### config.mk
export PLATFORM = sky130hd
export DESIGN_NAME = can_msg_store
export DESIGN_NICKNAME = d
export VERILOG_FILES = /design/src/can_store_pkg.sv /design/src/can_tx_arbiter.sv /design/src/can_msg_store.sv
export VERILOG_INCLUDE_DIRS = /design/src
export SDC_FILE = /design/constraint.sdc
export NUM_CORES = 2
export LEC_CHECK = 0
export ABC_AREA = 0
export BUFFER_PORTS_ARGS = -buffer_cell sky130_fd_sc_hd__buf_2
export CORE_ASPECT_RATIO = 1.2
export CORE_MARGIN = 2
export CORE_UTILIZATION = 45
export CTS_BUF_LIST = sky130_fd_sc_hd__clkbuf_2
export CTS_CLUSTER_DIAMETER = 30
export DETAILED_ROUTE_END_ITERATION = 10
export PLACE_DENSITY = 0.66
export SYNTH_ARGS = -nofsm -noshare
export SYNTH_HDL_FRONTEND = slang
export SYNTH_SLANG_ARGS = --single-unit
### constraint.sdc
create_clock -name clock -period 5.4 [get_ports clock]
set_input_delay 1.08 -clock clock [delete_from_list [all_inputs] [get_ports clock]]
set_output_delay 1.08 -clock clock [all_outputs]
set_load 0.05 [all_outputs]
### src/can_store_cfg.svh
`ifndef CAN_STORE_CFG_SVH
`define CAN_STORE_CFG_SVH

// ****************************************
// Byte positions inside one buffer window
// ****************************************
`define POS_IDENT0      4'h0
`define POS_IDENT1      4'h1
`define POS_IDENT2      4'h2
`define POS_IDENT3      4'h3
`define POS_DATA0       4'h4
`define POS_LENGTH      4'hC
`define POS_RANK        4'hD
`define POS_STAMP_HI    4'hE
`define POS_STAMP_LO    4'hF

// ****************************************
// Register indices (byte address = 4 * index)
// ****************************************
`define WIN_TX          2'b00
`define WIN_RX          2'b01
`define IDX_SELECT      6'h20
`define IDX_EMPTY       6'h21
`define IDX_CONTROL     6'h22
`define IDX_INT_STATUS  6'h23
`define IDX_INT_MASK    6'h24

// ****************************************
// Fields, reset values and counts
// ****************************************
`define BIT_INIT        0
`define BIT_TIME        1
`define IDE_POS         3
`define RTR_STD_POS     4
`define SRR_EXT         1'b1
`define RX_SLOT         2'h3
`define RX_INT_BIT      3
`define EMPTY_RESET     3'h7
`define MAX_BYTES       4'h8
`define BIT_DIV_DEFAULT 20

`endif

### src/can_store_pkg.sv
package can_store_pkg;

    // Bus phase tracking
    typedef enum logic [1:0]
    {
        BUS_IDLE      = 2'b00,
        BUS_WRITE     = 2'b01,
        BUS_READ_WAIT = 2'b10,
        BUS_READ_DONE = 2'b11
    } bus_state_e;

    // One buffer of sixteen byte registers
    typedef logic [15:0][7:0] buffer_t;

    // Whole state of the store
    typedef struct packed {
        buffer_t [3:0] mem;
        logic [2:0]    emptyFlags;
        logic [2:0]    selectReg;
        logic          initMode;
        logic          timeEnable;
        logic [3:0]    intStatus;
        logic [3:0]    intMask;
        logic [15:0]   stampValue;
        logic [7:0]    divCount;
        bus_state_e    busState;
        logic [5:0]    busIndex;
        logic          busMapped;
        logic [31:0]   readData;
        logic          activeValid;
        logic [1:0]    activeIndex;
        logic [28:0]   txId;
        logic          txIde;
        logic          txRtr;
        logic [3:0]    txDlc;
        logic [3:0]    txByteCount;
        logic [63:0]   txData;
    } state_s;

endpackage

### src/can_tx_arbiter.sv
`timescale 1ns/10ps

module can_tx_arbiter
#(
    parameter int N = 3
)
(
    input  wire logic [N-1:0]      pending,
    input  wire logic [N-1:0][7:0] ranks,
    output logic                   winValid,
    output logic [1:0]             winIndex
);

    if (N < 1 || N > 4)
    begin : gen_check
        $error("can_tx_arbiter: N must be 1 to 4");
    end

    // Lowest rank wins, lower index kept on a tie
    always_comb
    begin
        logic [7:0] best;
        best     = 8'hFF;
        winValid = 1'b0;
        winIndex = 2'h0;
        for (int i = 0; i < N; i++)
        begin
            if (pending[i] && (!winValid || ranks[i] < best))
            begin
                winValid = 1'b1;
                winIndex = 2'(i);
                best     = ranks[i];
            end
        end
    end

endmodule

### src/can_msg_store.sv
// Register access over AHB-Lite and the address map are this design's own decisions.
`timescale 1ns/10ps
`include "can_store_cfg.svh"

// Overview of operation
// - Standard identifier eleven bits, MSB first
// - Low identifier bits in ident byte one
// - Remote bit four: data or remote
// - Extension bit three picks identifier format
// - Eight data bytes, count from length
// - Length code bits three to zero
// - Remote frame sends code, zero bytes
// - Eight-bit local rank per transmit buffer
// - Pending buffers compete just before start
// - Lowest rank wins, lower index ties
// - Stamp written after valid frame end
// - Sixteen-bit free-running bit-clock timer, wraps to zero on overflow
// - Timer held zero in initialization mode
// - Stamp read-only, gated by empty, selected
// - Software clears empty, controller sets again
// - Extended identifier twenty-nine bits, MSB first

module can_msg_store
#(
    parameter int BIT_DIV = `BIT_DIV_DEFAULT
)
(
    input  wire logic        clock,
    input  wire logic        arst_n,
    input  wire logic        hsel,
    input  wire logic [31:0] haddr,
    input  wire logic [1:0]  htrans,
    input  wire logic        hwrite,
    input  wire logic [2:0]  hsize,
    input  wire logic [31:0] hwdata,
    input  wire logic        hready,
    output logic             hreadyout,
    output logic             hresp,
    output logic [31:0]      hrdata,
    input  wire logic        sofRequest,
    input  wire logic        txDone,
    input  wire logic        txFail,
    output logic             txActive,
    output logic [1:0]       txIndex,
    output logic [28:0]      txId,
    output logic             txIde,
    output logic             txRtr,
    output logic [3:0]       txDlc,
    output logic [3:0]       txByteCount,
    output logic [63:0]      txData,
    input  wire logic        rxValid,
    input  wire logic [28:0] rxId,
    input  wire logic        rxIde,
    input  wire logic        rxRtr,
    input  wire logic [3:0]  rxDlc,
    input  wire logic [63:0] rxData,
    output logic             bitTick,
    output logic             initMode,
    output logic             irq
);

    if (BIT_DIV < 2 || BIT_DIV > 256)
    begin : gen_check
        $error("can_msg_store: BIT_DIV must be 2 to 256");
    end

    // ****************************************
    // Helper functions
    // ****************************************

    // Bytes carried by a frame
    function automatic logic [3:0] byte_count(input logic [3:0] dlc, input logic rtr);
        if (rtr)
            return 4'h0;
        else if (dlc > `MAX_BYTES)
            return `MAX_BYTES;
        else
            return dlc;
    endfunction

    // Identifier bytes zero to three of a buffer
    function automatic logic [31:0] pack_ident(input logic [28:0] id, input logic ide,
                                               input logic rtr);
        if (ide)
            return {id[28:21], id[20:18], `SRR_EXT, 1'b1, id[17:15],
                    id[14:7], id[6:0], rtr};
        else
            return {id[10:3], id[2:0], rtr, 1'b0, 3'h0, 16'h0000};
    endfunction

    // ****************************************
    // Signals
    // ****************************************
    can_store_pkg::state_s s;
    can_store_pkg::state_s next_s;
    logic                  selValid;
    logic [1:0]            selIndex;
    logic [2:0]            pending;
    logic [2:0][7:0]       ranks;
    logic                  winValid;
    logic [1:0]            winIndex;
    logic                  addrPhase;
    logic [31:0]           rxIdent;
    logic [3:0]            rxCount;

    // ****************************************
    // Selection and arbitration
    // ****************************************

    // Lowest set select bit maps into the window
    always_comb
    begin
        selValid = 1'b0;
        selIndex = 2'h0;
        for (int i = 2; i >= 0; i--)
        begin
            if (s.selectReg[i])
            begin
                selValid = 1'b1;
                selIndex = 2'(i);
            end
        end
    end

    // Full buffers compete when a frame starts
    always_comb
    begin
        for (int i = 0; i < 3; i++)
        begin
            pending[i] = !s.emptyFlags[i] && !s.initMode;
            ranks[i]   = s.mem[i][`POS_RANK];
        end
    end

    can_tx_arbiter
    #(
        .N        (3)
    )
    u_can_tx_arbiter
    (
        .pending  (pending),
        .ranks    (ranks),
        .winValid (winValid),
        .winIndex (winIndex)
    );

    assign addrPhase = hsel && htrans[1] && hready;
    assign rxIdent   = pack_ident(rxId, rxIde, rxRtr);
    assign rxCount   = byte_count(rxDlc, rxRtr);

    // ****************************************
    // Next state
    // ****************************************
    always_comb
    begin
        logic [5:0]  idx;
        logic [1:0]  w;
        logic [3:0]  cnt;
        logic [7:0]  wByte;
        can_store_pkg::buffer_t b;
        next_s = s;
        idx    = s.busIndex;
        wByte  = hwdata[7:0];
        w      = winIndex;
        b      = s.mem[winIndex];
        cnt    = 4'h0;

        // Bit clock divider and stamp timer
        if (s.divCount == 8'(BIT_DIV - 1))
            next_s.divCount = 8'h00;
        else
            next_s.divCount = s.divCount + 8'h01;
        if (s.initMode)
            next_s.stampValue = 16'h0000;
        else if (s.divCount == 8'(BIT_DIV - 1))
            next_s.stampValue = s.stampValue + 16'h0001;

        // Bus data phase
        case (s.busState)
            can_store_pkg::BUS_WRITE:
            begin
                if (s.busMapped && idx[5:4] == `WIN_TX)
                begin
                    // Only an empty selected buffer takes writes; stamp is read-only
                    if (selValid && s.emptyFlags[selIndex] &&
                        idx[3:0] <= `POS_RANK)
                        next_s.mem[selIndex][idx[3:0]] = wByte;
                end
                else if (s.busMapped)
                begin
                    case (idx)
                        `IDX_SELECT:     next_s.selectReg = wByte[2:0];
                        `IDX_EMPTY:      next_s.emptyFlags = s.emptyFlags & ~wByte[2:0];
                        `IDX_CONTROL:
                        begin
                            next_s.initMode   = wByte[`BIT_INIT];
                            next_s.timeEnable = wByte[`BIT_TIME];
                        end
                        `IDX_INT_MASK:   next_s.intMask = wByte[3:0];
                        default:         next_s.intMask = s.intMask;
                    endcase
                end
            end
            can_store_pkg::BUS_READ_WAIT:
            begin
                next_s.readData = 32'h0000_0000;
                if (!s.busMapped)
                    next_s.readData = 32'h0000_0000;
                else if (idx[5:4] == `WIN_TX)
                begin
                    if (selValid && (idx[3:0] < `POS_RANK || s.emptyFlags[selIndex]))
                        next_s.readData[7:0] = s.mem[selIndex][idx[3:0]];
                end
                else if (idx[5:4] == `WIN_RX)
                    next_s.readData[7:0] = s.mem[`RX_SLOT][idx[3:0]];
                else
                begin
                    case (idx)
                        `IDX_SELECT:     next_s.readData[2:0] = s.selectReg;
                        `IDX_EMPTY:      next_s.readData[2:0] = s.emptyFlags;
                        `IDX_CONTROL:    next_s.readData[1:0] = {s.timeEnable, s.initMode};
                        `IDX_INT_STATUS:
                        begin
                            next_s.readData[3:0] = s.intStatus;
                            next_s.intStatus     = 4'h0;
                        end
                        `IDX_INT_MASK:   next_s.readData[3:0] = s.intMask;
                        default:         next_s.readData = 32'h0000_0000;
                    endcase
                end
            end
            default:
            begin
                next_s.readData = s.readData;
            end
        endcase

        // Bus address phase
        if (addrPhase)
        begin
            next_s.busIndex  = haddr[7:2];
            next_s.busMapped = (haddr[31:8] == 24'h000000);
            next_s.busState  = hwrite ? can_store_pkg::BUS_WRITE
                                      : can_store_pkg::BUS_READ_WAIT;
        end
        else if (s.busState == can_store_pkg::BUS_READ_WAIT)
            next_s.busState = can_store_pkg::BUS_READ_DONE;
        else
            next_s.busState = can_store_pkg::BUS_IDLE;

        // Load the winning buffer for the engine
        if (sofRequest && winValid && !s.activeValid)
        begin
            next_s.activeValid = 1'b1;
            next_s.activeIndex = w;
            next_s.txIde       = b[`POS_IDENT1][`IDE_POS];
            if (b[`POS_IDENT1][`IDE_POS])
            begin
                next_s.txId  = {b[0], b[1][7:5], b[1][2:0], b[2], b[3][7:1]};
                next_s.txRtr = b[`POS_IDENT3][0];
            end
            else
            begin
                next_s.txId  = {18'h00000, b[0], b[1][7:5]};
                next_s.txRtr = b[`POS_IDENT1][`RTR_STD_POS];
            end
            next_s.txDlc = b[`POS_LENGTH][3:0];
            cnt          = byte_count(b[`POS_LENGTH][3:0], next_s.txRtr);
            next_s.txByteCount = cnt;
            for (int i = 0; i < 8; i++)
                next_s.txData[i*8 +: 8] = (4'(i) < cnt) ? b[`POS_DATA0 + 4'(i)]
                                                        : 8'h00;
        end

        // Transmit outcome
        if (s.activeValid && txDone)
        begin
            next_s.activeValid                 = 1'b0;
            next_s.emptyFlags[s.activeIndex]   = 1'b1;
            next_s.intStatus[s.activeIndex]    = 1'b1;
            if (s.timeEnable)
            begin
                next_s.mem[s.activeIndex][`POS_STAMP_HI] = s.stampValue[15:8];
                next_s.mem[s.activeIndex][`POS_STAMP_LO] = s.stampValue[7:0];
            end
        end
        else if (s.activeValid && txFail)
            next_s.activeValid = 1'b0;

        // Receive capture into the foreground buffer
        if (rxValid)
        begin
            next_s.mem[`RX_SLOT][`POS_IDENT0] = rxIdent[31:24];
            next_s.mem[`RX_SLOT][`POS_IDENT1] = rxIdent[23:16];
            next_s.mem[`RX_SLOT][`POS_IDENT2] = rxIdent[15:8];
            next_s.mem[`RX_SLOT][`POS_IDENT3] = rxIdent[7:0];
            next_s.mem[`RX_SLOT][`POS_LENGTH] = {4'h0, rxDlc};
            for (int i = 0; i < 8; i++)
                if (4'(i) < rxCount)
                    next_s.mem[`RX_SLOT][`POS_DATA0 + 4'(i)] = rxData[i*8 +: 8];
            if (s.timeEnable)
            begin
                next_s.mem[`RX_SLOT][`POS_STAMP_HI] = s.stampValue[15:8];
                next_s.mem[`RX_SLOT][`POS_STAMP_LO] = s.stampValue[7:0];
            end
            next_s.intStatus[`RX_INT_BIT] = 1'b1;
        end
    end

    // ****************************************
    // State register
    // ****************************************
    always_ff @(posedge clock or negedge arst_n)
    begin
        if (!arst_n)
        begin
            s            <= '0;
            s.emptyFlags <= `EMPTY_RESET;
            s.initMode   <= 1'b1;
        end
        else
            s <= next_s;
    end

    // ****************************************
    // Outputs
    // ****************************************
    assign hreadyout   = (s.busState != can_store_pkg::BUS_READ_WAIT);
    assign hresp       = 1'b0;
    assign hrdata      = s.readData;
    assign txActive    = s.activeValid;
    assign txIndex     = s.activeIndex;
    assign txId        = s.txId;
    assign txIde       = s.txIde;
    assign txRtr       = s.txRtr;
    assign txDlc       = s.txDlc;
    assign txByteCount = s.txByteCount;
    assign txData      = s.txData;
    assign bitTick     = (s.divCount == 8'(BIT_DIV - 1));
    assign initMode    = s.initMode;
    assign irq         = |(s.intStatus & s.intMask);

endmodule

==> impl_metrics.json <==
{
  "boundaryPins": 320,
  "power_frac_comb_pct": 35.0,
  "clkTransAtPathRegs_ns": 0.10,
  "die_x_um": 258,
  "tightest_slew_ns": 1.39,
  "arrival_ns": 6.17,
  "post_route_cells_drive_above_1_share_pct": 37.2,
  "yosysWarnings": 0,
  "dieArea_mm2": 0.0795,
  "peakVddDrop_v": 0.000257,
  "crit_top_cell": "nand2_1",
  "grt_pass1_vias": 27044,
  "required_ns": 6.68,
  "endpoint_kind": "register",
  "post-route-min-period_ns": 4.89,
  "fin_nets": 3475,
  "finalSetupViolations": 0,
  "fmax_mhz": 205,
  "cp.buffers_inverters": 3,
  "hold_viol_final": 0,
  "timing.rr.start": "s[184]",
  "clockPowerShare_pct": 23.6,
  "yosys.area.top_type": "dfrtp_1",
  "root_buffer": "clkbuf_2",
  "dp_slack_ns": 0.615,
  "track_usage_pct": 29.0,
  "hold_path.class": "in -> reg",
  "cp-startpoint": "s[184]",
  "synth_area_mm2": 0.0348,
  "multi_input_area_mm2": 0.0158,
  "numCtsBuffers": 176,
  "slew_viol_final": 0,
  "synth_cell_type_count": 84,
  "layout_common_cells": "dfrtp_1, mux2_2, nand2_1",
  "clk-insertion-delay-late_ns": 1.44,
  "fin_skew_ns": 0.118,
  "nFillCells": 6796,
  "r2r_slack_ns": 0.51,
  "antenna_found_initial": 3,
  "tritoncts": "done",
  "p_total_w": 0.0148,
  "viasPerCell": 5.97,
  "drc": 0,
  "seq_area_mm2": 0.0169,
  "drtIter0Drc": 2249,
  "crit_path_end": "txData[52]",
  "p_per_area_mw_per_mm2": 382,
  "vias": 26420,
  "dp_hpwl_mm": 78.6,
  "ff2ff_path_depth": 20,
  "area_growth_pct": 11.7,
  "cts_setup_buffers": 0,
  "holdWs_ns": 0.163,
  "synth.top_cell.area_share_pct": 48.3,
  "worstHoldPathCells": 2,
  "start_util_pct": 45.5,
  "layout_setup_ws_ns": 0.512,
  "wl_per_cell_um": 26.1,
  "p_sw_w": 0.00617,
  "final_common_cell": "dfrtp_1",
  "worstPathCellList": "or2_2 -> nor2_1 -> ha_1 -> a211oi_2 -> nand2_1 -> o211ai_2 -> nand2_4 -> nand2_1 -> o21ai_0 -> ha_1 -> nand4_1 -> a211oi_2 -> and3_1 -> a21oi_1 -> buf_4 -> nand2_4 -> buf_12 -> buf_12 -> nand2_1 -> a32o_1",
  "cap_violations": 0,
  "dp.cells": 4007,
  "cts.sinks": 675,
  "wl_mm": 115,
  "synthArstFlopShare_pct": 100,
  "synth_seq_cells": 675,
  "power_leakage_nw": 18.1,
  "swShare_pct": 41.6,
  "crit_fanout": 29,
  "setup.worst_path.start_class": "register",
  "critical_path.top_delay_family": "simple AND/OR/NAND/NOR gates",
  "cpPeakStageDelay_ns": 0.40,
  "synth_top_cells_by_area": "dfrtp_1, mux2_2, mux4_2, mux2i_1, nand2_1",
  "outcome": "completed",
  "synth-edff-count": 0,
  "die_height_um": 308,
  "htreeDepth": 4,
  "coreArea_mm2": 0.0764,
  "setup_tns_ns": 0,
  "clk_path_buf_depth": 3,
  "port-buffer-count": 264,
  "relSlewSlack_pct": 6.81,
  "cp.depth": 20,
  "grt.overflow.total": 0,
  "layout.cells.non_filler": 4424,
  "rsz0062_at_grt": "false",
  "intPower_w": 0.00866,
  "synth-main-ff-cell": "dfrtp_1",
  "worstSetupPathType": "reg -> reg",
  "grt_pass1_wl_mm": 172,
  "grt_max_degree": 116,
  "seq_power_share_pct": 41.4,
  "first_pass_iters": 6,
  "drtAntennaViolNets": 0,
  "finalCritPeriodShare_pct": 90.5,
  "r2r-end": "txData[52]",
  "syn_inst": 2981,
  "place_congestion": 0.961,
  "avgSynthCellArea_um2": 11.7,
  "rows": 111,
  "cp_slowest_cell": "or2_2",
  "seq_area_frac_synth_pct": 48.6
}
[cell usage after synthesis, types with 15 or more instances]
cell type / number
inv_1: 44
nor2b_1: 15
clkbuf_1: 125
buf_4: 152
dfrtp_1: 671
a32oi_1: 17
nand2_1: 354
a31oi_1: 15
mux2_2: 511
a32o_1: 28
nor2_1: 129
mux4_2: 77
o221ai_1: 24
or3_1: 27
and2_1: 15
nor3_1: 37
o21ai_0: 116
nand2_2: 21
nand3_1: 61
a21oi_1: 45
nand4_1: 20
ha_1: 16
buf_2: 57
mux2i_1: 157
[worst min-delay path by stage]
stage	startpoint	end	slack, ns
after global placement	s[678]	s[678]	0.36
after floorplan	s[675]	s[675]	0.42
final	rxIde	s[583]	0.16
after CTS	rxIde	s[583]	0.04
after global routing	rxIde	s[583]	0.12
after detailed placement	s[677]	s[677]	0.36
[flip-flops by register name, summed over array words and instances (netlist names), 2 cells and up]
name,flops
hrdata,8
txDlc,4
ranks,24
txByteCount,4
txIndex,2
txData,64
txId,29
s,536
[per-layer routing]
metal,vias to the layer above,share of wire (%),GRT usage [%]
li1,11289,-,-
met1,13386,38,34.9
met2,1405,48,47.3
met3,338,8.0,6.43
met4,2,6.8,18.4
met5,-,0.011,0
[layout make-up]
cell class | instances | share of cell area, %
Clock inverter | 56 | 0.821
Inverter | 45 | 0.435
Clock buffer | 245 | 3.16
Timing Repair Buffer | 447 | 8.05
Antenna cell | 2 | 0.0129
Tap cell | 1017 | 3.28
Sequential cell | 675 | 43.5
Multi-Input combinational cell | 1937 | 40.7
[kinds of logic (layout without fill, tap and decap cells)]
group | Yosys count | in the layout | synth area share (%)
and+or+nand+nor | 749 | 749 | 9.97
muxes | 745 | 745 | 26.1
DFF | 675 | 675 | 48.6
buffers and inverters | 393 | 793 | 6.24
AOI/OAI and AO/OA | 381 | 381 | 8.01
xor gates and xnor gates | 21 | 21 | 0.529
adders and majority gates | 16 | 16 | 0.576
other | 1 | 27 | 0.0108
[repair_timing]
| action | CTS | global route |
|---|---|---|
| hold buffers | 114 | 0 |
| gates resized for setup | 0 | 0 |
| hold endpoints to repair | 203 | 0 |
[per-stage QoR]
step	util [%]	area [um2]
finish	50.9	38800
global route	50.9	38800
CTS	50.8	38800
detailed placement	47.3	36200
global placement	47.3	36200
floorplan	-	34900
[power groups by stage]
| stage | combinational (W) | clock [W] | sequential, W |
|---|---|---|---|
| finish | 0.00519 | 0.00350 | 0.00614 |
| detailed placement | 0.00509 | 0 | 0.00624 |
| floorplan | 0.00412 | 0 | 0.00601 |
| global route | 0.00544 | 0.00386 | 0.00621 |
| CTS | 0.00517 | 0.00358 | 0.00614 |
| global placement | 0.00504 | 0 | 0.00620 |
No activity file was read; power rests on OpenSTA's default activity.
